<file path="src/include/pes_pkg.sv">
// Constants, register map and bus carriers of the power-unit event status flags.
package pes_pkg;

  // ****************************************************************
  // Bus shape and register map.
  // ****************************************************************
  localparam int unsigned ADDR_W     = 12;
  localparam int unsigned DATA_W     = 32;
  localparam int unsigned FLAG_W     = 8;
  localparam int unsigned SRC_W      = 7;
  localparam logic [11:0] OFS_STATUS = 12'h000;
  localparam logic [11:0] OFS_MASK   = 12'h004;
  localparam logic [11:0] OFS_LEVEL  = 12'h008;

  // ****************************************************************
  // Flag positions inside the status, mask and level registers.
  // ****************************************************************
  localparam int unsigned BIT_POR    = 0;
  localparam int unsigned BIT_LCD    = 1;
  localparam int unsigned BIT_COMMS  = 2;
  localparam int unsigned BIT_SYS    = 3;
  localparam int unsigned BIT_ONKEY  = 4;
  localparam int unsigned BIT_RING   = 5;
  localparam int unsigned BIT_RTC    = 6;
  localparam int unsigned BIT_PFAIL  = 7;

  // ****************************************************************
  // Reset values.
  // ****************************************************************
  localparam logic [7:0]  RST_STATUS = 8'h01;
  localparam logic [7:0]  RST_MASK   = 8'h00;
  localparam logic [31:0] RST_RDATA  = 32'h0000_0000;

  // Register selected by a bus address.
  typedef enum logic [1:0] {
    PES_SEL_STATUS,
    PES_SEL_MASK,
    PES_SEL_LEVEL,
    PES_SEL_NONE
  } pes_sel_e;

  // APB request as driven by the master.
  typedef struct packed {
    logic              psel;
    logic              penable;
    logic              pwrite;
    logic [ADDR_W-1:0] paddr;
    logic [DATA_W-1:0] pwdata;
  } pes_apb_req_s;

  // APB answer of this slave.
  typedef struct packed {
    logic [DATA_W-1:0] prdata;
    logic              pready;
    logic              pslverr;
  } pes_apb_rsp_s;

endpackage : pes_pkg

</file>
<file path="src/hw/pes_evt_sync.sv">
// Pin synchroniser with agreement filter and rising-edge detector.
`timescale 1ns/1ps
module pes_evt_sync #(
  parameter int unsigned WIDTH = 7
) (
  input  wire logic             ref_clk_i,
  input  wire logic             arst_n_i,
  input  wire logic             ce_i,
  input  wire logic [WIDTH-1:0] pin_i,
  output logic      [WIDTH-1:0] rise_o,
  output logic      [WIDTH-1:0] level_o
);

  logic [WIDTH-1:0] s1_r, s2_r, s3_r, flt_r, rise_r;
  logic [WIDTH-1:0] flt_nxt, rise_nxt;

  // ****************************************************************
  // Filter: a new level counts only once stages two and three agree.
  // ****************************************************************
  // The first stage is read by the second stage alone, so a metastable
  // value never reaches the filter or the edge detector.
  always_comb begin
    flt_nxt  = flt_r;
    rise_nxt = '0;
    for (int i = 0; i < WIDTH; i++) begin
      if (s2_r[i] == s3_r[i]) begin
        flt_nxt[i] = s3_r[i];
      end
      rise_nxt[i] = flt_nxt[i] & ~flt_r[i];
    end
  end

  // Registered stages; everything holds while the clock enable is low.
  always_ff @(posedge ref_clk_i or negedge arst_n_i) begin
    if (!arst_n_i) begin
      s1_r   <= '0;
      s2_r   <= '0;
      s3_r   <= '0;
      flt_r  <= '0;
      rise_r <= '0;
    end else if (ce_i) begin
      s1_r   <= pin_i;
      s2_r   <= s1_r;
      s3_r   <= s2_r;
      flt_r  <= flt_nxt;
      rise_r <= rise_nxt;
    end
  end

  assign rise_o  = rise_r;
  assign level_o = flt_r;

endmodule : pes_evt_sync

</file>
<file path="src/hw/pes_status_flags.sv">
// Power-unit sticky event flags with APB access, mask and interrupt.
`timescale 1ns/1ps
module pes_status_flags
  import pes_pkg::*;
(
  input  wire logic         ref_clk_i,
  input  wire logic         arst_n_i,
  input  wire logic         ce_i,
  input  wire logic         warm_rst_i,
  input  wire logic         power_fail_i,
  input  wire logic         rtc_alarm_i,
  input  wire logic         modem_ring_i,
  input  wire logic         on_key_i,
  input  wire logic         sys_pll_lock_i,
  input  wire logic         comms_pll_lock_i,
  input  wire logic         lcd_pll_lock_i,
  input  wire pes_apb_req_s apb_req_i,
  output pes_apb_rsp_s      apb_rsp_o,
  output logic              irq_o
);

  // ****************************************************************
  // Declarations.
  // ****************************************************************
  logic [FLAG_W-1:0] status_r, status_nxt;
  logic [FLAG_W-1:0] mask_r, mask_nxt;
  logic [FLAG_W-1:0] clr_mask;
  logic [FLAG_W-1:0] set_mask;
  logic [SRC_W-1:0]  src_pin;
  logic [SRC_W-1:0]  src_rise;
  logic [SRC_W-1:0]  src_level;
  pes_apb_rsp_s      rsp_r, rsp_nxt;
  logic              irq_r, irq_nxt;
  logic              access;
  logic              commit;
  logic              wr_commit;
  pes_sel_e          sel;

  // Address decode, shared by the read path and the write path.
  function automatic pes_sel_e decode(input logic [ADDR_W-1:0] addr);
    pes_sel_e s;
    case (addr)
      OFS_STATUS: s = PES_SEL_STATUS;
      OFS_MASK:   s = PES_SEL_MASK;
      OFS_LEVEL:  s = PES_SEL_LEVEL;
      default:    s = PES_SEL_NONE;
    endcase
    return s;
  endfunction : decode

  // ****************************************************************
  // Event sources.
  // ****************************************************************
  // PLL inputs are lock levels; inverting them makes loss of lock
  // a rising edge like every other source.
  assign src_pin = {power_fail_i, rtc_alarm_i, modem_ring_i, on_key_i,
                    ~sys_pll_lock_i, ~comms_pll_lock_i, ~lcd_pll_lock_i};

  pes_evt_sync #(
    .WIDTH (SRC_W)
  ) u_sync (
    .ref_clk_i (ref_clk_i),
    .arst_n_i  (arst_n_i),
    .ce_i      (ce_i),
    .pin_i     (src_pin),
    .rise_o    (src_rise),
    .level_o   (src_level)
  );

  // ****************************************************************
  // APB slave.
  // ****************************************************************
  // Ready rises one cycle into the access phase; the write lands on
  // the edge that samples ready high, never earlier.
  assign access    = apb_req_i.psel & apb_req_i.penable;
  assign commit    = access & rsp_r.pready;
  assign wr_commit = commit & apb_req_i.pwrite;
  assign sel       = decode(apb_req_i.paddr);

  // Answer: read data, ready and error for an unmapped address.
  always_comb begin
    rsp_nxt         = '0;
    rsp_nxt.pready  = access & ~rsp_r.pready;
    rsp_nxt.pslverr = rsp_nxt.pready & (sel == PES_SEL_NONE);
    rsp_nxt.prdata  = RST_RDATA;
    if (rsp_nxt.pready && !apb_req_i.pwrite) begin
      case (sel)
        PES_SEL_STATUS: rsp_nxt.prdata[FLAG_W-1:0] = status_r;
        PES_SEL_MASK:   rsp_nxt.prdata[FLAG_W-1:0] = mask_r;
        PES_SEL_LEVEL:  rsp_nxt.prdata[FLAG_W-1:1] = src_level;
        default:        rsp_nxt.prdata = RST_RDATA;
      endcase
    end
  end

  // ****************************************************************
  // Sticky flags.
  // ****************************************************************
  // Write-one-to-clear: only ones in the written byte clear flags.
  // zero keeps flag
  assign clr_mask = (wr_commit && sel == PES_SEL_STATUS) ?
                    apb_req_i.pwdata[FLAG_W-1:0] : '0;
  // The power-on flag has no event source after reset.
  assign set_mask = {src_rise, 1'b0};

  // Next flag values; a set in the clearing cycle beats the clear.
  always_comb begin
    status_nxt = (status_r & ~clr_mask) | set_mask;
    mask_nxt   = mask_r;
    if (wr_commit && sel == PES_SEL_MASK) begin
      mask_nxt = apb_req_i.pwdata[FLAG_W-1:0];
    end
    // power-on flag survives
    // A warm reset wipes the event flags and mask but leaves bit 0,
    // so software can still tell a cold start from a warm one.
    if (warm_rst_i) begin
      status_nxt[FLAG_W-1:1] = '0;
      mask_nxt               = RST_MASK;
    end
    irq_nxt = |(status_nxt & mask_nxt);
  end

  // Flag, mask, answer and interrupt registers.
  // set at power-on
  // Bit 0 powers up set, since the asynchronous reset is the power-on one.
  always_ff @(posedge ref_clk_i or negedge arst_n_i) begin
    if (!arst_n_i) begin
      status_r <= RST_STATUS;
      mask_r   <= RST_MASK;
      rsp_r    <= '0;
      irq_r    <= 1'b0;
    end else if (ce_i) begin
      status_r <= status_nxt;
      mask_r   <= mask_nxt;
      rsp_r    <= rsp_nxt;
      irq_r    <= irq_nxt;
    end
  end

  assign apb_rsp_o = rsp_r;
  assign irq_o     = irq_r;
endmodule : pes_status_flags

</file>
<file path="config.mk">
export PLATFORM = sky130hd
export DESIGN_NAME = pes_status_flags
export DESIGN_NICKNAME = d
export VERILOG_FILES = /design/src/include/pes_pkg.sv /design/src/hw/pes_evt_sync.sv /design/src/hw/pes_status_flags.sv
export SDC_FILE = /design/constraint.sdc
export NUM_CORES = 1
export LEC_CHECK = 0
export ABC_AREA = 1
export BUFFER_PORTS_ARGS = -buffer_cell sky130_fd_sc_hd__buf_4
export CAP_MARGIN = 20
export CORE_UTILIZATION = 45
export CTS_BUF_LIST = sky130_fd_sc_hd__clkbuf_4 sky130_fd_sc_hd__clkbuf_8
export CTS_CLUSTER_DIAMETER = 80
export CTS_CLUSTER_SIZE = 10
export DETAILED_ROUTE_END_ITERATION = 12
export GPL_ROUTABILITY_DRIVEN = 0
export GPL_TIMING_DRIVEN = 0
export HOLD_SLACK_MARGIN = 0.02
export PLACE_DENSITY_LB_ADDON = 0.05
export SLEW_MARGIN = 5
export SYNTH_ARGS = -nofsm -noshare
export SYNTH_HDL_FRONTEND = slang
export SYNTH_SLANG_ARGS = --single-unit
export TNS_END_PERCENT = 1
</file>
<file path="constraint.sdc">
create_clock -name ref_clk_i -period 1.4 [get_ports ref_clk_i]
set_input_delay 0.28 -clock ref_clk_i [delete_from_list [all_inputs] [get_ports ref_clk_i]]
set_output_delay 0.28 -clock ref_clk_i [all_outputs]
set_load 0.02 [all_outputs]
</file>
==> results.tsv, run 1 <==
stage	metric	value	unit
setup_path	critPathRequiredTime	1.63	ns
timing	rsz0062_at_grt	yes	
grt	grt_pass1_vias	2577	
cells_and_area	finalInstanceArea	0.00396	sq mm
clock_tree	cts_tree	done	
place	port_buffers	44	
timing	post-route-period-util	105	%
yosys	ys.flop_type	dfrtp_1	
floorplan	die_area	0.00731	sq mm
grt	antenna_found_initial	0	
floorplan	core-area	0.00676	sq mm
grt	grt_max_degree	63	
yosys	synth_top_family_by_area	simple AND/OR/NAND/NOR gates	
clock_tree	cts_root_buffer	clkbuf_8	
cells_and_area	drive_gt1_share	24.3	%
cells_and_area	syn2layout_area_growth	26.0	%
cells_and_area	layout.cells.non_filler	565	
setup_path	worst-endpoint-arrival	1.70	ns
timing	tightest_slew	0.775	ns
setup_path	r2r-start	apb_rsp_o[1]$_DFFE_PN0P_	
cells_and_area	layout.nets	538	
setup_path	worst-r2r-cell-count	10	
yosys	yosysSeqAreaShare	49.5	%
yosys	synth_edf_count	0	
yosys	synth_xor_area_share	0	%
timing	drv_slew	0	
detailed_routing	wl_met3	432	um
yosys	synth_simple_gate_area_share	22.4	%
detailed_routing	firstDrtPassIters	5	
grt	grt_overflow	0	
floorplan	placementRows	30	
yosys	synth_seq_cells	62	
setup_path	cp-startpoint	apb_rsp_o[1]$_DFFE_PN0P_	
flow_run	drv_cap	0	
detailed_routing	wl_per_cell	13.9	um
setup_path	reg2reg_to	irq_o$_DFFE_PN0P_	
pwr	cellLeakagePower	0.00205	uW
floorplan	initial_core_util	46.5	%
yosys	synth_cells	397	
place	detailedPlace.worstSlack	-0.395	ns
yosys	synthMuxAreaShare	0	%
clock_tree	clock_latency	0.34	ns
floorplan	io-pin-count	93	
clock_tree	cts_buffers	9	
setup_path	critPathKind	flip-flop to flip-flop	
clock_tree	cts_sinks	62	
clock_tree	clock_path_buffers	2	
clock_tree	clk_pin_slew	0.07	ns
pwr	ir_drop	0.589	mV
setup_path	crit_fanout	5	
cells_and_area	antenna_cells	0	
timing	hold_viol_final	0	
cells_and_area	fillers	634	
timing	relSlewSlack	48.4	%
detailed_routing	drc	0	
run_status	violations	negative setup slack	
detailed_routing	met1_length	3600	um
cells_and_area	register_area	0.00155	sq mm
yosys	synth_adder_area_share	1.28	%
place	dp_cells	544	
grt	grt_usage	23.4	%
floorplan	die_w	85.5	um
clock_tree	cts_hold_buf	0	
setup_path	critPathLaunchType	flip-flop	
timing	fmax	680	MHz
clock_tree	cts_max_level	3	
timing	fin_hold_ws	0.00697	ns
detailed_routing	final_antenna_net_count	0	
yosys	postSynth.asyncResetShare	100	%
run_status	status	finished with violations	
setup_path	reg2reg_slack	-0.07	ns
yosys	synth.avg_cell_area	7.91	sq um
hold_path	hold_class	input port to async pin	
setup_path	setup.worst_path.end	irq_o$_DFFE_PN0P_	
detailed_routing	vias	2740	
yosys	synth_warnings	0	
detailed_routing	detail_route.vias_per_cell	4.85	
yosys	synth_area	0.00314	sq mm
place	placed_cell_area	0.00367	sq mm
setup_path	cp-end-kind	flip-flop	
timing	period_minus_slack	1.47	ns
detailed_routing	routed_wl	7840	um
detailed_routing	top_layer_used	met4	
timing	finClkSkew	0.00670	ns
yosys	synth_compound_area_share	13.0	%
grt	grt_pass1_wl	12800	um
yosys	yosysUniqueCellTypes	27	
timing	finalWorstSetupSlack	-0.0704	ns
cells_and_area	multiInputGateArea	0.00128	sq mm
place	dp_hpwl	5280	um
timing	setup_viol	1	
floorplan	die_h	85.5	um
detailed_routing	wl_met2	3680	um
pwr	power_density	1100	mW/mm^2
detailed_routing	drt_iter0_drc	170	
[synthesized netlist by cell type (all sizes together), types with 2 or more instances]
master | number | area share, %
a21oi | 3 | 0.60
buf | 26 | 6.3
clkbuf | 10 | 1.2
dfrtp | 61 | 49
inv | 53 | 6.3
maj3 | 4 | 1.3
nand2 | 117 | 14
nand3 | 3 | 0.88
nand4 | 9 | 1.8
nor2 | 38 | 5.6
o211ai | 2 | 0.48
o21ai | 49 | 7.8
o22ai | 15 | 3.0
o32ai | 2 | 0.56
[worst max-delay path, stage by stage (launching register included)]
cell     delay, ns
dfrtp_2       0.37
nand2_2       0.06
nor2_4        0.15
buf_4         0.18
nand4_1       0.10
nand2_1       0.09
nand2_1       0.06
nand2_1       0.09
nand2_1       0.07
nor2_2        0.14
a21oi_2       0.06
[how the worst min path moves through the flow]
stage                     startpoint                           end  slack, ns  depth (start not counted)
final                       arst_n_i  u_sync.rise_o[6]$_DFFE_PN0P_      0.007                          1
after CTS                   arst_n_i  u_sync.rise_o[6]$_DFFE_PN0P_       0.05                          1
after global routing        arst_n_i    u_sync.s3_r[6]$_DFFE_PN0P_       0.08                          1
after global placement      arst_n_i  u_sync.rise_o[6]$_DFFE_PN0P_       0.41                          1
after floorplan             arst_n_i      apb_rsp_o[0]$_DFFE_PN0P_      -0.02                          0
after detailed placement    arst_n_i  u_sync.rise_o[6]$_DFFE_PN0P_       0.42                          1
[metrics by stage]
step / util, % / TNS [ns] / total power [uW]
final: 58.5 / -0.0704 / 4360
after global routing: 58.5 / -0.295 / 4570
after CTS: 58.2 / -0.129 / 4380
after detailed placement: 54.3 / -11.08 / 2730
after global placement: 54.3 / -11.17 / 2710
after floorplan: - / -0.0172 / 2480
[layer usage]
layer | GRT usage, % | up-vias
met5 | 0 | -
met4 | 9.24 | 0
met3 | 5.10 | 12
met2 | 37.2 | 88
met1 | 31.4 | 1256
li1 | - | 1384
[logic make-up (layout without fill, tap and decap cells)]
logic type / after synthesis / after routing
buffers and inverters: 89 / 154
AOI/OAI and AO/OA: 73 / 73
DFF: 62 / 62
other: 1 / 24
and+or+nand+nor: 168 / 168
adders and majority gates: 4 / 4
[flip-flops by register name (all words and copies together) (netlist names)]
| signal | count |
|---|---|
| mask_r | 8 |
| u_sync.level_o | 7 |
| apb_rsp_o | 10 |
| u_sync.rise_o | 7 |
| u_sync.s3_r | 7 |
| u_sync.s2_r | 7 |
| status_r | 8 |
| irq_o | 1 |
| u_sync.s1_r | 7 |
[cells in the final DEF (no fill, tap or decap), types with 3 or more instances in the layout]
cell type | Yosys | final
nand2_1 | 117 | 113
buf_4 | 24 | 72
dfrtp_1 | 61 | 60
inv_1 | 52 | 51
o21ai_0 | 48 | 40
nor2_1 | 29 | 26
conb_1 | 1 | 24
o22ai_1 | 15 | 15
clkbuf_8 | 0 | 11
nor2_2 | 7 | 9
nand4_1 | 9 | 9
clkbuf_1 | 10 | 8
o21ai_1 | 1 | 8
maj3_1 | 4 | 4
nand2_2 | 0 | 4
nor2_4 | 2 | 3
buf_6 | 1 | 3
[cell type report]
| cell class | count | share of cell area (%) |
|---|---|---|
| inverter | 53 | 5.09 |
| buffer | 36 | 6.14 |
| sequential | 62 | 39.3 |
| timing repair buffer | 49 | 9.40 |
| clock inverter | 3 | 1.08 |
| tap | 80 | 2.53 |
| multi-input combinational | 269 | 32.3 |
| clock buffer | 13 | 4.21 |
[report_power, final]
group	switching [uW]	internal, uW	total [uW]
clock network	697	957	1650
logic	401	258	659
registers	91.5	1960	2050
[timing repair]
action | CTS | global route
gates resized for setup | 8 | 17
setup endpoints to repair | 3 | 30
pin swaps | 9 | 8
gates cloned | 2 | 0
setup buffers | 3 | 0
No activity file was read; power rests on OpenSTA's default activity.
==> run 2, diff against run 1 <==
Settings changed: CAP_MARGIN 20 to 10, PLACE_DENSITY set to 0.74, PLACE_DENSITY_LB_ADDON 0.05 to unset, SKIP_LAST_GASP set to 1.
==> results.tsv, run 2 (synthesis results as in run 1) <==
stage	metric	value	unit
cells_and_area	antenna_cells	0	
cells_and_area	largest_reg_flops	10	
flow_run	drv_cap	0	
timing	finalWorstSetupSlack	-0.0533	ns
place	dp_hpwl	5220	um
pwr	total_power	4420	uW
hold_path	hold_class	input port to async pin	
pwr	ir_drop	0.926	mV
pwr	power_switching	1190	uW
timing	drv_slew	0	
timing	finClkSkew	0.00340	ns
cells_and_area	mostFrequentLayoutCells	116 x nand2_1, 72 x buf_4, 60 x dfrtp_1, 51 x inv_1, 47 x o21ai_0	
clock_tree	clk_pin_slew	0.07	ns
clock_tree	cts_root_buffer	clkbuf_8	
detailed_routing	firstDrtPassIters	5	
timing	tightest_slew	0.763	ns
detailed_routing	detail_route.vias_per_cell	4.97	
floorplan	placementRows	30	
detailed_routing	final_antenna_net_count	0	
cells_and_area	finalInstanceArea	0.00393	sq mm
cells_and_area	fin_util	58.2	%
cells_and_area	drive_gt1_share	22.7	%
floorplan	initial_core_util	46.5	%
clock_tree	cts_buffers	9	
floorplan	die_w	85.5	um
setup_path	cp-end-kind	flip-flop	
clock_tree	cts_sinks	62	
grt	grt_overflow	0	
cells_and_area	layout.nets	537	
pwr	power_density	1120	mW/mm^2
clock_tree	cts_hold_buf	0	
timing	setup_tns	-0.0722	ns
floorplan	io-pin-count	93	
detailed_routing	drt_iter0_drc	223	
cells_and_area	syn2layout_area_growth	25.3	%
timing	hold_viol_final	0	
clock_tree	clock_latency	0.33	ns
setup_path	critPathKind	flip-flop to flip-flop	
cells_and_area	layout.cells.non_filler	564	
place	placed_cell_area	0.00367	sq mm
setup_path	critPathLaunchType	flip-flop	
grt	grt_max_degree	63	
grt	grt_usage	22.0	%
cells_and_area	layout_commonest_cell	nand2_1	
clock_tree	clock_path_buffers	2	
floorplan	die_area	0.00731	sq mm
floorplan	core-area	0.00676	sq mm
pwr	cellLeakagePower	0.00204	uW
clock_tree	cts_tree	done	
grt	grt_pass1_wl	12300	um
timing	relSlewSlack	49.1	%
grt	antenna_found_initial	0	
detailed_routing	wl_per_cell	13.3	um
timing	period_minus_slack	1.45	ns
timing	post-route-period-util	104	%
setup_path	crit_fanout	5	
pwr	internal_power	3230	uW
pwr	pwr-share-comb	14.7	%
detailed_routing	drc	0	
setup_path	worst-endpoint-arrival	1.68	ns
grt	grt_pass1_vias	2609	
place	port_buffers	44	
place	dp_cells	544	
pwr	pwr-share-seq	46.3	%
timing	fmax	688	MHz
timing	setup_viol	2	
timing	rsz0062_at_grt	yes	
pwr	p_clk_share	38.9	%
pwr	swShare	27.0	%
cells_and_area	fillers	661	
detailed_routing	routed_wl	7510	um
run_status	violations	negative setup slack	
detailed_routing	vias	2804	
clock_tree	cts_max_level	3	
floorplan	die_h	85.5	um
run_status	status	finished with violations	
setup_path	critPathRequiredTime	1.63	ns
## run 2: metrics by stage
step                      hold slack, ns  setup slack [ns]
final                            0.00672           -0.0533
after global placement             0.411            -0.370
after floorplan                  -0.0156           -0.0172
after detailed placement           0.411            -0.367
after CTS                         0.0387           -0.0816
after global routing              0.0784            -0.204
## run 2: area by class of cell
cell class / instances / area (sq um) / area share [%]
sequential: 62 / 1550 / 39.5
multi-input combinational: 269 / 1260 / 32.1
timing repair buffer: 48 / 360 / 9.16
buffer: 36 / 240 / 6.11
inverter: 53 / 199 / 5.06
clock buffer: 10 / 131 / 3.34
tap: 80 / 100 / 2.54
clock inverter: 6 / 86.3 / 2.19
## run 2: what timing repair did
item,4_1_cts,5_1_grt
hold endpoints to repair,0,0
cloned,1,0
setup buffers,1,2
setup endpoints to repair,1,15
resized for setup,3,3
pin swaps,2,3
## run 2: path summary, 6_finish.rpt
| check | startpoint | endpoint | slack (ns) | cells past startpoint |
|---|---|---|---|---|
| worst max register to register | apb_rsp_o[1]$_DFFE_PN0P_ | irq_o$_DFFE_PN0P_ | -0.05 | 10 |
| worst max-delay path | apb_rsp_o[1]$_DFFE_PN0P_ | irq_o$_DFFE_PN0P_ | -0.05 | 10 |
| max in group asynchronous | arst_n_i | apb_rsp_o[1]$_DFFE_PN0P_ | 0.84 | 1 |
| worst min-delay path | arst_n_i | u_sync.s2_r[3]$_DFFE_PN0P_ | 0.007 | 1 |
| min in group ref_clk_i | sys_pll_lock_i | u_sync.s1_r[2]$_DFFE_PN0P_ | 0.13 | 2 |
| worst min register to register | status_r[0]$_DFFE_PN1P_ | status_r[0]$_DFFE_PN1P_ | 0.47 | 2 |
## run 2: routing by layer
| layer | routed length, um | track usage [%] | part of all wire (%) |
|---|---|---|---|
| met5 | 0 | 0 | 0 |
| met4 | 70 | 5.61 | 0.93 |
| met3 | 557 | 5.29 | 7.4 |
| met2 | 3440 | 34.0 | 46 |
| met1 | 3440 | 31.3 | 46 |
## run 2: worst max-delay path: stages, from the launching register on
cell,delay [ns]
dfrtp_2,0.37
nand2_2,0.06
nor2_4,0.14
buf_6,0.14
nand4_1,0.12
nand2_1,0.09
nand2_1,0.05
nand2_1,0.11
nand2_1,0.07
nor2_1,0.12
a21oi_2,0.07
## run 2: power by group through the flow
stage,clock network (uW),logic [uW],registers (uW)
after floorplan,0,413,2070
after global placement,0,620,2070
after detailed placement,0,641,2080
after CTS,1750,651,2050
after global routing,1830,737,2070
final,1720,652,2050
